===== config.mk =====
export PLATFORM = sky130hd
export DESIGN_NAME = oscfm_core
export DESIGN_NICKNAME = d
export VERILOG_FILES = /design/src/logic/oscfm_pkg.sv /design/src/logic/oscfm_core.sv /design/src/logic/oscfm_led_stretch.sv
export VERILOG_INCLUDE_DIRS = /design/src /design/src/logic
export SDC_FILE = /design/constraint.sdc
export NUM_CORES = 1
export LEC_CHECK = 0
export ABC_AREA = 1
export BUFFER_PORTS_ARGS = -buffer_cell sky130_fd_sc_hd__buf_4
export CAP_MARGIN = 20
export CORE_MARGIN = 2
export CORE_UTILIZATION = 49
export CTS_BUF_LIST = sky130_fd_sc_hd__clkbuf_8 sky130_fd_sc_hd__clkbuf_16
export DETAILED_ROUTE_END_ITERATION = 7
export MAX_ROUTING_LAYER = met4
export PLACE_DENSITY = 0.66
export SLEW_MARGIN = 25
export SYNTH_ARGS = -nofsm -noshare
export SYNTH_HDL_FRONTEND = slang
export SYNTH_SLANG_ARGS = --single-unit

===== constraint.sdc =====
create_clock -name clk -period 2.7 [get_ports clk]
set_input_delay 0 -clock clk [delete_from_list [all_inputs] [get_ports clk]]
set_output_delay 0 -clock clk [all_outputs]
set_load 0.1 [all_outputs]

===== src/logic/oscfm_params.svh =====
`ifndef OSCFM_PARAMS_SVH
`define OSCFM_PARAMS_SVH
// register offsets (documented port: address from serial decoder)
`define OSCFM_ADDR_CFG1 8'h0D
`define OSCFM_ADDR_CFG2 8'h0E
`define OSCFM_ADDR_MASK 8'h0F
`define OSCFM_ADDR_STATUS_LED 8'h10
`define OSCFM_ADDR_ERROR_LED 8'h11
`define OSCFM_ADDR_SUPPLY_SUMMARY 8'h12
// reset values
`define OSCFM_CFG1_RESET 8'h53
`define OSCFM_CFG2_RESET 8'h00
`define OSCFM_MASK_RESET 8'hBE
// config1 fields
`define OSCFM_B_ERR_LED_SRC 0
`define OSCFM_B_STATUS_LED_SRC 1
`define OSCFM_B_STRETCH_LO 2
`define OSCFM_B_STRETCH_HI 3
// watchdog_and_threshold_config fields
`define OSCFM_B_RESTART 0
`define OSCFM_B_SYNC_WDOG 1
`define OSCFM_B_SHORT_LO 2
`define OSCFM_B_SHORT_HI 3
`define OSCFM_B_OWCUR_LO 4
`define OSCFM_B_OWCUR_HI 5
`define OSCFM_B_WDOG_LO 6
`define OSCFM_B_WDOG_HI 7
// mask fields
`define OSCFM_B_M_OVERLOAD 0
`define OSCFM_B_M_OVERCUR 1
`define OSCFM_B_M_OWOFF 2
`define OSCFM_B_M_OWON 3
`define OSCFM_B_M_SHORT 4
`define OSCFM_B_M_GOOD 5
`define OSCFM_B_M_SUPPLY 6
`define OSCFM_B_M_COMM 7
// timing, milliseconds, at 25 MHz
`define OSCFM_CLK_HZ 25000000
`define OSCFM_T_1S_MS 1000
`define OSCFM_T_200MS 200
`define OSCFM_T_600MS 600
`define OSCFM_T_1200MS 1200
`define OSCFM_MS_CYCLES (`OSCFM_CLK_HZ / 1000)
`endif


===== src/logic/oscfm_pkg.sv =====
package oscfm_pkg;
  typedef enum logic [1:0] {
    OSCFM_STRETCH_OFF,
    OSCFM_STRETCH_1S,
    OSCFM_STRETCH_2S,
    OSCFM_STRETCH_3S
  } oscfm_stretch_t;
  typedef enum logic [1:0] {
    OSCFM_WD_SPI_OFF,
    OSCFM_WD_200MS,
    OSCFM_WD_600MS,
    OSCFM_WD_1200MS
  } oscfm_wdog_t;
  typedef enum logic {
    OSCFM_LED_IDLE,
    OSCFM_LED_HOLD
  } oscfm_led_state_t;
endpackage

===== src/logic/oscfm_core.sv =====
// Operation
// - stretch field 00 off, 01 1s, 10 2s, 11 3s minimum fault LED on-time.
// - daisy strap high forces 2s minimum fault LED on-time.
// - status source bit 1 uses software LED register, 0 internal drive.
// - daisy strap high always drives status LEDs internally.
// - fault source bit 1 uses software register, 0 internal diagnostics.
// - daisy strap high: fault LEDs show only per-channel overload.
// - watchdog field: 00 serial off/sync 600ms, else 200ms, 600ms, 1.2s.
// - daisy: both watchdogs 1.2s, each enabled by its address strap.
// - open-wire-off current code selects 20, 100, 300, 600 microamps.
// - short-to-supply threshold code selects 9V, 10V, 12V, 14V.
// - restart bit 1 selects supply-good level, 0 lockout release level.
// - daisy strap high always uses supply-good restart level.
// - comm mask keeps watchdog timeouts off fault pin, still flagged.
// - daisy: watchdog events only in comm error bit and global flag, never fault pin.
// - supply mask keeps supply errors off fault pin, still flagged.
// - daisy: supply errors never reach fault pin; lockout sets serial bit and supply summary.
// - good mask removes not-good and warning from supply summary.
// - short, open-on, open-off masks keep faults off pin, still flagged.
// - daisy disables short, open-wire detection and over-current reporting.
// - over-current mask keeps events off pin, still flagged.
// - overload mask keeps overloads off pin, still flagged.
// - internal fault LED lit at least minimum time, off after fault clears.
`timescale 1ns/10ps
`include "oscfm_params.svh"
module oscfm_core #(
  parameter int unsigned CH = 8,
  parameter int unsigned MS_CYCLES = `OSCFM_MS_CYCLES
) (
  input wire logic clk, // clock
  input wire logic rstn, // sync reset, low
  input wire logic wr_en, // register write strobe
  input wire logic [7:0] addr, // register address
  input wire logic [7:0] wr_data, // write data
  output logic [7:0] rd_data, // read data
  input wire logic daisy_strap, // daisy-chain strap
  input wire logic addr0_wdog_strap, // serial watchdog enable in daisy
  input wire logic addr1_sync_wdog_strap, // sync watchdog enable in daisy
  input wire logic [CH-1:0] overload_raw, // per-channel overload
  input wire logic [CH-1:0] overcurrent_raw, // per-channel current limit
  input wire logic [CH-1:0] openwire_off_raw, // open-wire off detection
  input wire logic [CH-1:0] openwire_on_raw, // open-wire on detection
  input wire logic [CH-1:0] supply_short_raw, // short-to-supply detection
  input wire logic [CH-1:0] status_led_int, // internal status pattern
  input wire logic spi_wdog_timeout, // serial watchdog expired
  input wire logic sync_wdog_timeout, // sync watchdog expired
  input wire logic supply_lockout, // other supply errors level
  input wire logic supply_below_good, // supply below good level
  input wire logic supply_warning, // supply warning level
  output logic [CH-1:0] status_led, // status leds
  output logic [CH-1:0] error_led, // fault leds
  output logic fault_n, // shared fault pin, low active
  output logic [CH-1:0] overload_flag, // overload fault bits
  output logic [CH-1:0] overcurrent_flag, // current limit bits
  output logic [CH-1:0] openwire_off_flag, // open-wire off bits
  output logic [CH-1:0] openwire_on_flag, // open-wire on bits
  output logic [CH-1:0] supply_short_flag, // short-to-supply bits
  output logic comm_error_irq, // comm error bit
  output logic supply_error_irq, // supply error summary
  output logic serial_supply_error_bit, // daisy serial supply bit
  output logic serial_overload_flag, // overload flag in frame
  output logic global_irq_flag, // global flag in frame
  output logic spi_wdog_en, // serial watchdog enabled
  output logic sync_wdog_enable, // sync watchdog enabled
  output logic [31:0] wdog_spi_cycles, // serial timeout in cycles
  output logic [31:0] wdog_sync_cycles, // sync timeout in cycles
  output logic [1:0] openwire_current_sel, // pull-up current code
  output logic [1:0] supply_short_thresh_sel, // threshold code
  output logic restart_level_sel, // 1 supply-good, 0 lockout release
  input wire logic [CH-1:0] supply_short_det_en, // short detection enable
  input wire logic [CH-1:0] openwire_on_det_en, // open-on detection enable
  input wire logic [CH-1:0] openwire_off_det_en // open-off detection enable
);
  import oscfm_pkg::*;
  logic [7:0] cfg1, next_cfg1;
  logic [7:0] cfg2, next_cfg2;
  logic [7:0] mask, next_mask;
  logic [7:0] status_led_sw_reg, next_status_led_sw_reg;
  logic [7:0] error_led_sw_reg, next_error_led_sw_reg;
  logic [7:0] next_rd_data;
  always_comb begin
    next_cfg1 = cfg1;
    next_cfg2 = cfg2;
    next_mask = mask;
    next_status_led_sw_reg = status_led_sw_reg;
    next_error_led_sw_reg = error_led_sw_reg;
    if (wr_en) begin
      if (addr == `OSCFM_ADDR_CFG1) begin
        next_cfg1 = wr_data;
      end else if (addr == `OSCFM_ADDR_CFG2) begin
        next_cfg2 = wr_data;
      end else if (addr == `OSCFM_ADDR_MASK) begin
        next_mask = wr_data;
      end else if (addr == `OSCFM_ADDR_STATUS_LED) begin
        next_status_led_sw_reg = wr_data;
      end else if (addr == `OSCFM_ADDR_ERROR_LED) begin
        next_error_led_sw_reg = wr_data;
      end
    end
  end
  // mode decode
  oscfm_stretch_t stretch;
  oscfm_wdog_t wdog_sel;
  logic [31:0] stretch_cycles;
  always_comb begin
    stretch = oscfm_stretch_t'({cfg1[`OSCFM_B_STRETCH_HI], cfg1[`OSCFM_B_STRETCH_LO]});
    wdog_sel = oscfm_wdog_t'({cfg2[`OSCFM_B_WDOG_HI], cfg2[`OSCFM_B_WDOG_LO]});
    case (stretch)
      OSCFM_STRETCH_1S: stretch_cycles = 32'(`OSCFM_T_1S_MS * MS_CYCLES);
      OSCFM_STRETCH_2S: stretch_cycles = 32'(2 * `OSCFM_T_1S_MS * MS_CYCLES);
      OSCFM_STRETCH_3S: stretch_cycles = 32'(3 * `OSCFM_T_1S_MS * MS_CYCLES);
      default: stretch_cycles = 32'h0;
    endcase
    if (daisy_strap) begin
      stretch_cycles = 32'(2 * `OSCFM_T_1S_MS * MS_CYCLES);
    end
  end
  logic [31:0] next_spi_cycles, next_sync_cycles;
  logic next_spi_en, next_sync_en;
  always_comb begin
    next_spi_en = 1'b1;
    next_sync_en = cfg2[`OSCFM_B_SYNC_WDOG];
    case (wdog_sel)
      OSCFM_WD_200MS: next_spi_cycles = 32'(`OSCFM_T_200MS * MS_CYCLES);
      OSCFM_WD_600MS: next_spi_cycles = 32'(`OSCFM_T_600MS * MS_CYCLES);
      OSCFM_WD_1200MS: next_spi_cycles = 32'(`OSCFM_T_1200MS * MS_CYCLES);
      default: begin
        next_spi_cycles = 32'(`OSCFM_T_600MS * MS_CYCLES);
        next_spi_en = 1'b0;
      end
    endcase
    next_sync_cycles = next_spi_cycles;
    if (daisy_strap) begin
      next_spi_cycles = 32'(`OSCFM_T_1200MS * MS_CYCLES);
      next_sync_cycles = 32'(`OSCFM_T_1200MS * MS_CYCLES);
      next_spi_en = addr0_wdog_strap;
      next_sync_en = addr1_sync_wdog_strap;
    end
  end
  // diagnostics: daisy gates off detections and over-current, fault pin keeps only overload
  logic [CH-1:0] short_act, owon_act, owoff_act, ocur_act;
  logic comm_err, supply_sum, fault_any;
  always_comb begin
    short_act = daisy_strap ? '0 : (supply_short_raw & supply_short_det_en);
    owon_act = daisy_strap ? '0 : (openwire_on_raw & openwire_on_det_en);
    owoff_act = daisy_strap ? '0 : (openwire_off_raw & openwire_off_det_en);
    ocur_act = daisy_strap ? '0 : overcurrent_raw;
    comm_err = spi_wdog_timeout | sync_wdog_timeout;
    supply_sum = supply_lockout |
      (!mask[`OSCFM_B_M_GOOD] && !daisy_strap && (supply_below_good | supply_warning));
    fault_any = 1'b0;
    if (!daisy_strap) begin
      fault_any = (comm_err & !mask[`OSCFM_B_M_COMM]) |
        (supply_sum & !mask[`OSCFM_B_M_SUPPLY]) |
        ((|short_act) & !mask[`OSCFM_B_M_SHORT]) |
        ((|owon_act) & !mask[`OSCFM_B_M_OWON]) |
        ((|owoff_act) & !mask[`OSCFM_B_M_OWOFF]) |
        ((|ocur_act) & !mask[`OSCFM_B_M_OVERCUR]);
    end
    fault_any = fault_any | ((|overload_raw) & !mask[`OSCFM_B_M_OVERLOAD]);
  end
  // per-channel fault led
  logic [CH-1:0] led_src, led_str;
  genvar g;
  generate
    for (g = 0; g < CH; g++) begin : g_led
      assign led_src[g] = daisy_strap ? overload_raw[g] :
        (overload_raw[g] | ocur_act[g] | owoff_act[g] | owon_act[g] | short_act[g]);
      oscfm_led_stretch #(.CNT_W(32)) u_str (
        .clk(clk),
        .rstn(rstn),
        .fault(led_src[g]),
        .min_cycles(stretch_cycles),
        .led(led_str[g])
      );
    end
  endgenerate
  logic [CH-1:0] next_status_led, next_error_led;
  logic next_fault_n, next_comm, next_supply, next_serial_supply, next_glob;
  always_comb begin
    next_status_led = (cfg1[`OSCFM_B_STATUS_LED_SRC] && !daisy_strap) ?
      status_led_sw_reg[CH-1:0] : status_led_int;
    next_error_led = (cfg1[`OSCFM_B_ERR_LED_SRC] && !daisy_strap) ?
      error_led_sw_reg[CH-1:0] : led_str;
    next_fault_n = !fault_any;
    next_comm = comm_err;
    next_supply = supply_sum;
    next_serial_supply = daisy_strap & supply_lockout;
    next_glob = comm_err | supply_sum | (|overload_raw) | (|ocur_act) |
      (|owon_act) | (|owoff_act) | (|short_act);
    if (addr == `OSCFM_ADDR_CFG1) begin
      next_rd_data = cfg1;
    end else if (addr == `OSCFM_ADDR_CFG2) begin
      next_rd_data = cfg2;
    end else if (addr == `OSCFM_ADDR_MASK) begin
      next_rd_data = mask;
    end else if (addr == `OSCFM_ADDR_STATUS_LED) begin
      next_rd_data = status_led_sw_reg;
    end else if (addr == `OSCFM_ADDR_ERROR_LED) begin
      next_rd_data = error_led_sw_reg;
    end else if (addr == `OSCFM_ADDR_SUPPLY_SUMMARY) begin
      next_rd_data = {6'h00, comm_err, supply_sum};
    end else begin
      next_rd_data = 8'h00;
    end
  end
  always_ff @(posedge clk) begin
    if (!rstn) begin
      cfg1 <= `OSCFM_CFG1_RESET;
      cfg2 <= `OSCFM_CFG2_RESET;
      mask <= `OSCFM_MASK_RESET;
      status_led_sw_reg <= 8'h00;
      error_led_sw_reg <= 8'h00;
      rd_data <= 8'h00;
      status_led <= '0;
      error_led <= '0;
      fault_n <= 1'b1;
      overload_flag <= '0;
      overcurrent_flag <= '0;
      openwire_off_flag <= '0;
      openwire_on_flag <= '0;
      supply_short_flag <= '0;
      comm_error_irq <= 1'b0;
      supply_error_irq <= 1'b0;
      serial_supply_error_bit <= 1'b0;
      serial_overload_flag <= 1'b0;
      global_irq_flag <= 1'b0;
      spi_wdog_en <= 1'b0;
      sync_wdog_enable <= 1'b0;
      wdog_spi_cycles <= 32'h0;
      wdog_sync_cycles <= 32'h0;
      openwire_current_sel <= 2'h0;
      supply_short_thresh_sel <= 2'h0;
      restart_level_sel <= 1'b0;
    end else begin
      cfg1 <= next_cfg1;
      cfg2 <= next_cfg2;
      mask <= next_mask;
      status_led_sw_reg <= next_status_led_sw_reg;
      error_led_sw_reg <= next_error_led_sw_reg;
      rd_data <= next_rd_data;
      status_led <= next_status_led;
      error_led <= next_error_led;
      fault_n <= next_fault_n;
      overload_flag <= overload_raw;
      overcurrent_flag <= ocur_act;
      openwire_off_flag <= owoff_act;
      openwire_on_flag <= owon_act;
      supply_short_flag <= short_act;
      comm_error_irq <= next_comm;
      supply_error_irq <= next_supply;
      serial_supply_error_bit <= next_serial_supply;
      serial_overload_flag <= |overload_raw;
      global_irq_flag <= next_glob;
      spi_wdog_en <= next_spi_en;
      sync_wdog_enable <= next_sync_en;
      wdog_spi_cycles <= next_spi_cycles;
      wdog_sync_cycles <= next_sync_cycles;
      openwire_current_sel <= {cfg2[`OSCFM_B_OWCUR_HI], cfg2[`OSCFM_B_OWCUR_LO]};
      supply_short_thresh_sel <= {cfg2[`OSCFM_B_SHORT_HI], cfg2[`OSCFM_B_SHORT_LO]};
      restart_level_sel <= cfg2[`OSCFM_B_RESTART] | daisy_strap;
    end
  end
endmodule // oscfm_core


===== src/logic/oscfm_led_stretch.sv =====
`timescale 1ns/10ps
`include "oscfm_params.svh"
module oscfm_led_stretch #(
  parameter int unsigned CNT_W = 32
) (
  input wire logic clk, // clock
  input wire logic rstn, // sync reset, low
  input wire logic fault, // internal fault level
  input wire logic [CNT_W-1:0] min_cycles, // minimum on-time, 0 = off
  output logic led // stretched led
);
  import oscfm_pkg::*;
  oscfm_led_state_t state, next_state;
  logic [CNT_W-1:0] cnt, next_cnt;
  logic next_led;
  always_comb begin
    next_state = state;
    next_cnt = cnt;
    next_led = fault;
    case (state)
      OSCFM_LED_IDLE: begin
        if (fault && min_cycles != '0) begin
          next_state = OSCFM_LED_HOLD;
          next_cnt = min_cycles - CNT_W'(1);
        end
      end
      OSCFM_LED_HOLD: begin
        next_led = 1'b1;
        if (cnt != '0) begin
          next_cnt = cnt - CNT_W'(1);
        end else if (!fault) begin
          next_state = OSCFM_LED_IDLE;
          next_led = 1'b0;
        end
      end
      default: next_state = OSCFM_LED_IDLE;
    endcase
  end
  always_ff @(posedge clk) begin
    if (!rstn) begin
      state <= OSCFM_LED_IDLE;
      cnt <= '0;
      led <= 1'b0;
    end else begin
      state <= next_state;
      cnt <= next_cnt;
      led <= next_led;
    end
  end
endmodule // oscfm_led_stretch


Word level (Yosys, flattened, before mapping)
Index checks and enable logic that the tools add are counted. W data, S select, Z words.

$add $sub $neg: 9. Equality and inequality tests: 28. Muxes and demuxes: 92. Bitwise logic cells: 72. Reduce and logical (&&, ||, !) cells: 51.

Operators with widths (number): $mux W32 (17); $pmux W32 S2 (8); $reduce_bool A32 Y1 (9); $sub A32 B1 Y32 const B (9); $mux W8 (11); $pmux W27 S3 (1); $pmux W25 S2 (1); $or A1 B1 Y1 (48); $mux W1 (44); $reduce_or A8 Y1 (5); $mux W25 (1); $and A8 B8 Y8 (3); $eq A8 B4 Y1 const B (3); $eq A8 B5 Y1 const B (3); $reduce_and A2 Y1 (9); $ne A2 B1 Y1 const B (8); $ne A2 B2 Y1 const B (8); $pmux W1 S2 (8); $not A1 Y1 (13); $logic_and A1 B1 Y1 (12); $logic_not A1 Y1 (10); $and A1 B1 Y1 (8); $eq A2 B2 Y1 const B (4); $reduce_and A6 Y1 (1); 7 further kinds (8).

Register bits: 421. Input port bits: 99. Logic and storage cells: 302.

Logic depth before layout (Yosys ltp)
Gate-level depths: netlist of run 1.

Word-level depth: 13. Mapped depth: 16. Gate-level depth less buffers: 16.

Cells and area by module
From an unflattened synthesis of run 1, not the netlist that was laid out.

Cells, all modules: 5599. Area total of the unflattened synthesis: 30837.1 um^2.

Modules (own cells, without submodules): oscfm_led_stretch at g_led[0].u_str ... (instances 7, cells an instance 612, area each 3176.8 um^2, sequential area each 680.7 um^2); oscfm_core (instances 1, cells an instance 678, area each 5277.6 um^2, sequential area each 2482.4 um^2); oscfm_led_stretch at g_led[7].u_str (instances 1, cells an instance 637, area each 3321.9 um^2, sequential area each 680.7 um^2).

Worst setup path after synthesis of run 1
Ideal clock, no wire load.

Kind: register to register. From: reg cfg1[2]. To: reg g_led[7].u_str.cnt[13]. Arrival time: 2.181 ns. Data required time: 2.583 ns. Slack: 0.402 ns. Cell stages (with the launch flop): 15. Clock period less this slack: 2.298 ns. Cells stage by stage: dfxtp_1 > inv_1 > ha_1 > inv_1 > o21ai_1 > nor2_1 > inv_1 > ha_1 > clkbuf_1 > nand3_1 > nand3_1 > o21ai_0 > nand2_1 > inv_1 > nor2_1.

Word-level cells in the longest chain between the ends: 7. Elaborated cells between the ends (all ways): 12.

Ends and longest elaborated chain: from (decl) (RTL line oscfm_core.sv:75) `logic [7:0] cfg1, next_cfg1;`; from (signal assigned) (RTL line oscfm_core.sv:209) `` cfg1 <= `OSCFM_CFG1_RESET; ``; from (signal assigned) (RTL line oscfm_core.sv:236) `cfg1 <= next_cfg1;`; $eq A2 B2 Y1 / $eq A2 B1 Y1 (equally long branches) (RTL line oscfm_core.sv:108) `case (stretch)`; $pmux W27 S3 * (RTL line oscfm_core.sv:108); $mux W32 * (RTL line oscfm_core.sv:114) `if (daisy_strap) begin`; branches (longest 4 deep; another with $sub A32 B1 Y32); to (signal assigned) (RTL line oscfm_led_stretch.sv:46) `cnt <= next_cnt;`; to (decl) (RTL line oscfm_led_stretch.sv:14) `logic [CNT_W-1:0] cnt, next_cnt;`.

Every way passes the cells marked *. The select of a mux whose other input is x is not followed. A chain may end at the register's enable or synchronous reset.

Worst setup path in the final report of run 1
From: reg cfg1[2]. To: reg g_led[4].u_str.cnt[28].

Word-level cells in the longest chain between the ends: 7. Elaborated cells between the ends (all ways): 12.

Ends and longest elaborated chain (RTL line): $eq A2 B2 Y1 / $eq A2 B1 Y1 (equally long branches) (oscfm_core.sv:108); $pmux W27 S3 * (oscfm_core.sv:108); $mux W32 * (oscfm_core.sv:114); branches (longest 4 deep; another with $sub A32 B1 Y32); to (signal assigned) (oscfm_led_stretch.sv:46); to (decl) (oscfm_led_stretch.sv:14).

Marks and branches as above.

==> metrics.yaml, run 1 <==
vias_per_cell: 5.28
cts.clk_slew.worst_paths_ps: 60
via_count: 26700
max_freq_ghz: 0.394
nNetsFinal: 4470
cts_max_path_buffers: 3
wirelength_um: 83800
syn_inst: 4066
hp-class: "primary input to register"
top_register: "g_led.u_str.cnt"
ant_nets: 0
yosysWarnings: 0
tightest_slew_ps: 907
cp-end-kind: "register"
ys_seq_elements: 396
grtUsageTotal_pct: 32.9
p_per_area_mw_per_mm2: 663
start_util_pct: 49.7
status: "finished, final reports clean"
ys_seq_area_share_pct: 32.5
core_mm2: 0.0491
cts_max_level: 2
yosys.area.top_type: "dfxtp_1"
async_flop_share_pct: 0
synthAdderAreaFrac_pct: 1.18
period_share_pct: 94.0
clock_latency_ps: 600
fin_ws_ps: 163
die_h_um: 227
overflow: 0
drc: 0
cts_buffers: 46
slew_headroom_pct: 39.3
cp_max_fo: 13
grt_max_degree: 85
area_growth_pct: 19.6
critical_path_required_ps: 3220
wl_per_cell_um: 16.6
slew_violations: 0
dr.pass1.iters: 6
grt_pass1_vias: 24100
synth_compound_area_share_pct: 12.7
synth_top_family_by_area: "simple AND/OR/NAND/NOR gates"
synth-simple-area-share_pct: 41.5
synthTopCellsByArea: "dfxtp_1 33%, nand2_1 15%, nor2_1 15%, nand3_1 6.6%, o21ai_0 6.4%"
cts-root-buf: "clkbuf_16"
grt_pass1_wl_um: 131000
place_congestion: 1.00
netlist_area_mm2: 0.0244
finalHoldViolations: 0
portBuffers: 205
drv_cap: 0
num_io_pins: 240
synth.top_cell.area_share_pct: 32.5
critical_path_arrival_ps: 3050
rows: 81
avgSynthCellArea_um2: 6.00
antenna_found_initial: 6
synth_edf_count: 0
worstSetupPathType: "register to register"
largest_reg_flops: 256
finalCriticalPeriod_ps: 2540
finish.utilization_pct: 59.5
die_w_um: 227
p_leak_nw: 13.6
cts_tree: "yes"
place_hpwl_um: 58700
ir_drop_mv: 0.549
clock_sinks: 396
placedCellCount: 4858
dieArea_mm2: 0.0516
tns_ps: 0
fin_skew_ps: 14.4
synthMuxAreaShare_pct: 0
synth.most_common_cell: "nand2_1"
synth-xor-area-share_pct: 1.87
drive_gt1_share_pct: 10.3
setup_viol: 0
startpoint_type: "register"
synthTopCellsByCount: "1001 x nand2_1, 943 x nor2_1, 396 x dfxtp_1, 352 x inv_1, 322 x nand3_1"
instances_no_fill: 5053
ys_types: 41
first_iter_violations: 2324
dp_slack_ps: 98.4
rsz0062_at_grt: "false"
synth_ff_type: "dfxtp_1"
==> critical path, stage by stage (launching register included) <==
cell	delay, ps
dfxtp_1	370
inv_1	90
ha_1	230
nor2_2	170
inv_1	70
nor2_1	170
ha_1	210
buf_4	260
nand2_1	130
nor2_1	160
inv_2	170
nor2_1	120
inv_1	40
nand2_1	70
inv_1	40
a21oi_1	130
==> area by class of cell <==
| cell class | instances | area, µm² |
|---|---|---|
| clock inverters | 30 | 294 |
| flip-flops and latches | 396 | 7930 |
| inverters | 364 | 1370 |
| repair buffers | 400 | 3360 |
| diodes | 4 | 10.0 |
| fillers | 4971 | 19900 |
| clock buffers | 55 | 1270 |
| well taps | 664 | 831 |
| multi-input cells | 3140 | 14100 |
==> routing by layer <==
layer	GRT usage, %	vias up	routed length [µm]
met5	-	-	0
met4	11.7	0	3130
met3	4.83	191	5150
met2	52.6	880	38300
met1	42.2	12100	37200
li1	-	13500	-
==> kinds of logic (layout without fill, tap and decap cells) <==
| group | after synthesis | after routing |
|---|---|---|
| fa+ha+maj | 23 | 23 |
| buf+inv | 563 | 849 |
| flops | 396 | 396 |
| other cells | 1 | 38 |
| simple gates | 2450 | 2450 |
| compound gates | 581 | 581 |
| xor+xnor | 52 | 52 |
==> path summary, 6_finish.rpt <==
path	start	depth (start not counted)	slack (ps)	endpoint
max	cfg1[2]$_SDFFE_PN0P_	15	160	g_led[4].u_str.cnt[28]$_SDFFE_PN0P_
min	addr[4]	7	50	rd_data[0]$_SDFF_PN0_
max reg2reg	cfg1[2]$_SDFFE_PN0P_	15	160	g_led[4].u_str.cnt[28]$_SDFFE_PN0P_
min reg2reg	cfg1[5]$_SDFFE_PN0P_	2	450	cfg1[5]$_SDFFE_PN0P_
==> where the power goes <==
part	internal (mW)	switching [mW]	leakage, nW
sequential	6.41	0.633	3.27
combinational	1.79	3.99	9.55
clock	3.84	2.67	0.801
==> repair_timing <==
item | 4_1_cts | 5_1_grt
hold buffers | 106 | 0
endpoints found under the hold margin | 155 | 0
setup buffers | 0 | 0
endpoints found under the setup margin | 0 | 59
gates resized for setup | 0 | 6
==> placed cells by master, fill, tap and decap left out, types with 9 or more instances in the layout <==
cell type      Yosys  layout
o21ai_1           25      25
xor2_1            23      23
o21bai_1          16      16
o211ai_1          10      10
o21a_1             9       9
dfxtp_1          396     396
a21oi_1          185     185
nor2_2            10      11
clkbuf_16          0      46
nand3_2           14      14
xnor2_1           29      29
clkinv_2           0      13
dlygate4sd3_1      0     106
buf_4             65     286
nand2_1         1001    1001
nand3b_1          18      18
nand3_1          322     322
inv_1            352     356
o21ai_0          310     310
conb_1             1      34
clkbuf_8           0      10
ha_1              23      23
nor2_1           943     942
inv_2              9       9
or2_2             25      25
nand4_1           81      81
nor3_1            25      25
==> through the flow <==
stage / hold WS (ps) / power (mW) / area [µm²]
global placement: 205 / 12.7 / 26500
global route: 97.0 / 20.4 / 29200
detailed placement: 214 / 12.7 / 26500
finish: 48.1 / 19.3 / 29200
CTS: 1.75 / 19.3 / 29100
floorplan: 27.7 / 11.3 / 24500
Note: power is estimated with default switching activity, not from simulation.
==> run 2: changes to the inputs <==
--- a/config.mk
+++ b/config.mk
@@ -13,6 +13,7 @@
 export CORE_UTILIZATION = 49
 export CTS_BUF_LIST = sky130_fd_sc_hd__clkbuf_8 sky130_fd_sc_hd__clkbuf_16
 export DETAILED_ROUTE_END_ITERATION = 7
+export HOLD_SLACK_MARGIN = 0.12
 export MAX_ROUTING_LAYER = met4
 export PLACE_DENSITY = 0.66
 export SLEW_MARGIN = 25
==> run 2 against run 1 <==
Non-clock buffer count rose by 25. Sequential power about the same. Die area is the same. Total power increased by 0.13%. Wire length up 0.38%. Final area grew 0.87%. Clock power barely moved. Clock skew grew 1.4 ps. Setup slack got worse by 39 ps. Critical endpoint is now g_led[4].u_str.cnt[27]$_SDFFE_PN0P_.
==> metrics.yaml, run 2 (synthesis gave the netlist of run 1 again) <==
place_congestion: 1.00
drc: 0
start_util_pct: 49.7
hp-class: "primary input to register"
drive_gt1_share_pct: 10.3
tightest_slew_ps: 913
area_growth_pct: 20.6
slew_violations: 0
tns_ps: 0
finalHoldViolations: 0
multi_input_area_mm2: 0.0141
setup_viol: 0
first_iter_violations: 2303
clock_sinks: 396
dieArea_mm2: 0.0516
nNetsFinal: 4495
antenna_found_initial: 5
grt_max_degree: 85
portBuffers: 205
cts-root-buf: "clkbuf_16"
grtUsageTotal_pct: 33.0
rsz0062_at_grt: "false"
vias_per_cell: 5.31
cts_max_path_buffers: 3
finalCriticalPeriod_ps: 2580
fin_ws_ps: 124
p_leak_nw: 13.7
p_per_area_mw_per_mm2: 658
cts.clk_slew.worst_paths_ps: 60
startpoint_type: "primary input"
place_hpwl_um: 58700
drv_cap: 0
finish.utilization_pct: 60.0
cts_buffers: 46
slew_headroom_pct: 38.9
wl_per_cell_um: 16.6
period_share_pct: 95.4
core_mm2: 0.0491
max_freq_ghz: 0.388
grt_pass1_vias: 24400
die_w_um: 227
grt_pass1_wl_um: 131000
cp-end-kind: "register"
layout_commonest_cell: "nand2_1"
top_register: "g_led.u_str.cnt"
layout_common_cells: "1000 x nand2_1, 942 x nor2_1, 396 x dfxtp_1"
clock_latency_ps: 600
regArea_mm2: 0.00793
dp_slack_ps: 98.4
critical_path_required_ps: 3180
fin_skew_ps: 15.8
overflow: 0
worstSetupPathType: "primary input to register"
die_h_um: 227
cts_max_level: 2
power_mw: 19.4
rows: 81
postCtsSetupBuffers: 0
cts_tree: "yes"
wirelength_um: 84100
num_io_pins: 240
cp_max_fo: 31
fillers: 4939
via_count: 27000
ant_nets: 0
critical_path_arrival_ps: 3060
largest_reg_flops: 256
status: "finished, final reports clean"
dr.pass1.iters: 6
ir_drop_mv: 0.549
-- run 2: changes by cell type in the layout (fill, tap and decap cells not counted) --
cell	previous run	this run
dlygate4sd3_1	106	131
nand2_1	1001	1000
nand2_2	4	5
-- run 2: report_power, final --
part	switching (mW)	internal [mW]
Clock	2.68	3.84
Combinational	3.99	1.80
Sequential	0.633	6.41
Total	7.31	12.1
-- run 2: worst paths after layout --
path / startpoint / to / slack (ps) / depth (start not counted)
worst min-delay path: overload_raw[1] / overload_flag[1]$_SDFF_PN0_ / 160 / 4
worst max register to register: cfg1[2]$_SDFFE_PN0P_ / g_led[4].u_str.cnt[28]$_SDFFE_PN0P_ / 150 / 15
worst max-delay path: daisy_strap / g_led[4].u_str.cnt[27]$_SDFFE_PN0P_ / 120 / 13
worst min register to register: cfg1[5]$_SDFFE_PN0P_ / cfg1[5]$_SDFFE_PN0P_ / 450 / 2
-- run 2: worst max-delay path, stage by stage --
cell and delay [ps]:
dlygate4sd3_1 550, buf_4 220, inv_4 290, buf_4 210, nand3_1 80, dlygate4sd3_1 600
nand4_1 230, nand3_2 110, nand2_1 280, buf_12 230, nand2_1 90, nor2_1 100
nor2_1 40
-- run 2: final cells by class --
| class | instances | area share, % |
|---|---|---|
| repair buffers | 425 | 12.3 |
| clock buffers | 55 | 4.33 |
| clock inverters | 30 | 0.999 |
| inverters | 364 | 4.66 |
| well taps | 664 | 2.82 |
| multi-input cells | 3140 | 47.9 |
| flip-flops and latches | 396 | 26.9 |
| diodes | 4 | 0.0340 |
-- run 2: what timing repair did --
action	4_1_cts	5_1_grt
hold buffers	131	0
resized for setup	0	7
setup endpoints to repair	0	88
hold endpoints to repair	159	0
-- run 2: stage by stage --
stage / std cells / cell area (µm²) / hold WS [ps]
after floorplan: 4099 / 24500 / 27.7
after CTS: 5074 / 29400 / 127
final: 5078 / 29400 / 162
after global placement: 4858 / 26500 / 205
after global routing: 5077 / 29400 / 163
after detailed placement: 4858 / 26500 / 214
-- run 2: per-layer routing --
| layer | vias to the layer above | wire (µm) | track usage [%] |
|---|---|---|---|
| met1 | 12300 | 37200 | 42.3 |
| met3 | 197 | 5240 | 4.87 |
| li1 | 13600 | - | - |
| met5 | - | 0 | - |
| met2 | 924 | 38500 | 52.6 |
| met4 | 0 | 3140 | 12.3 |
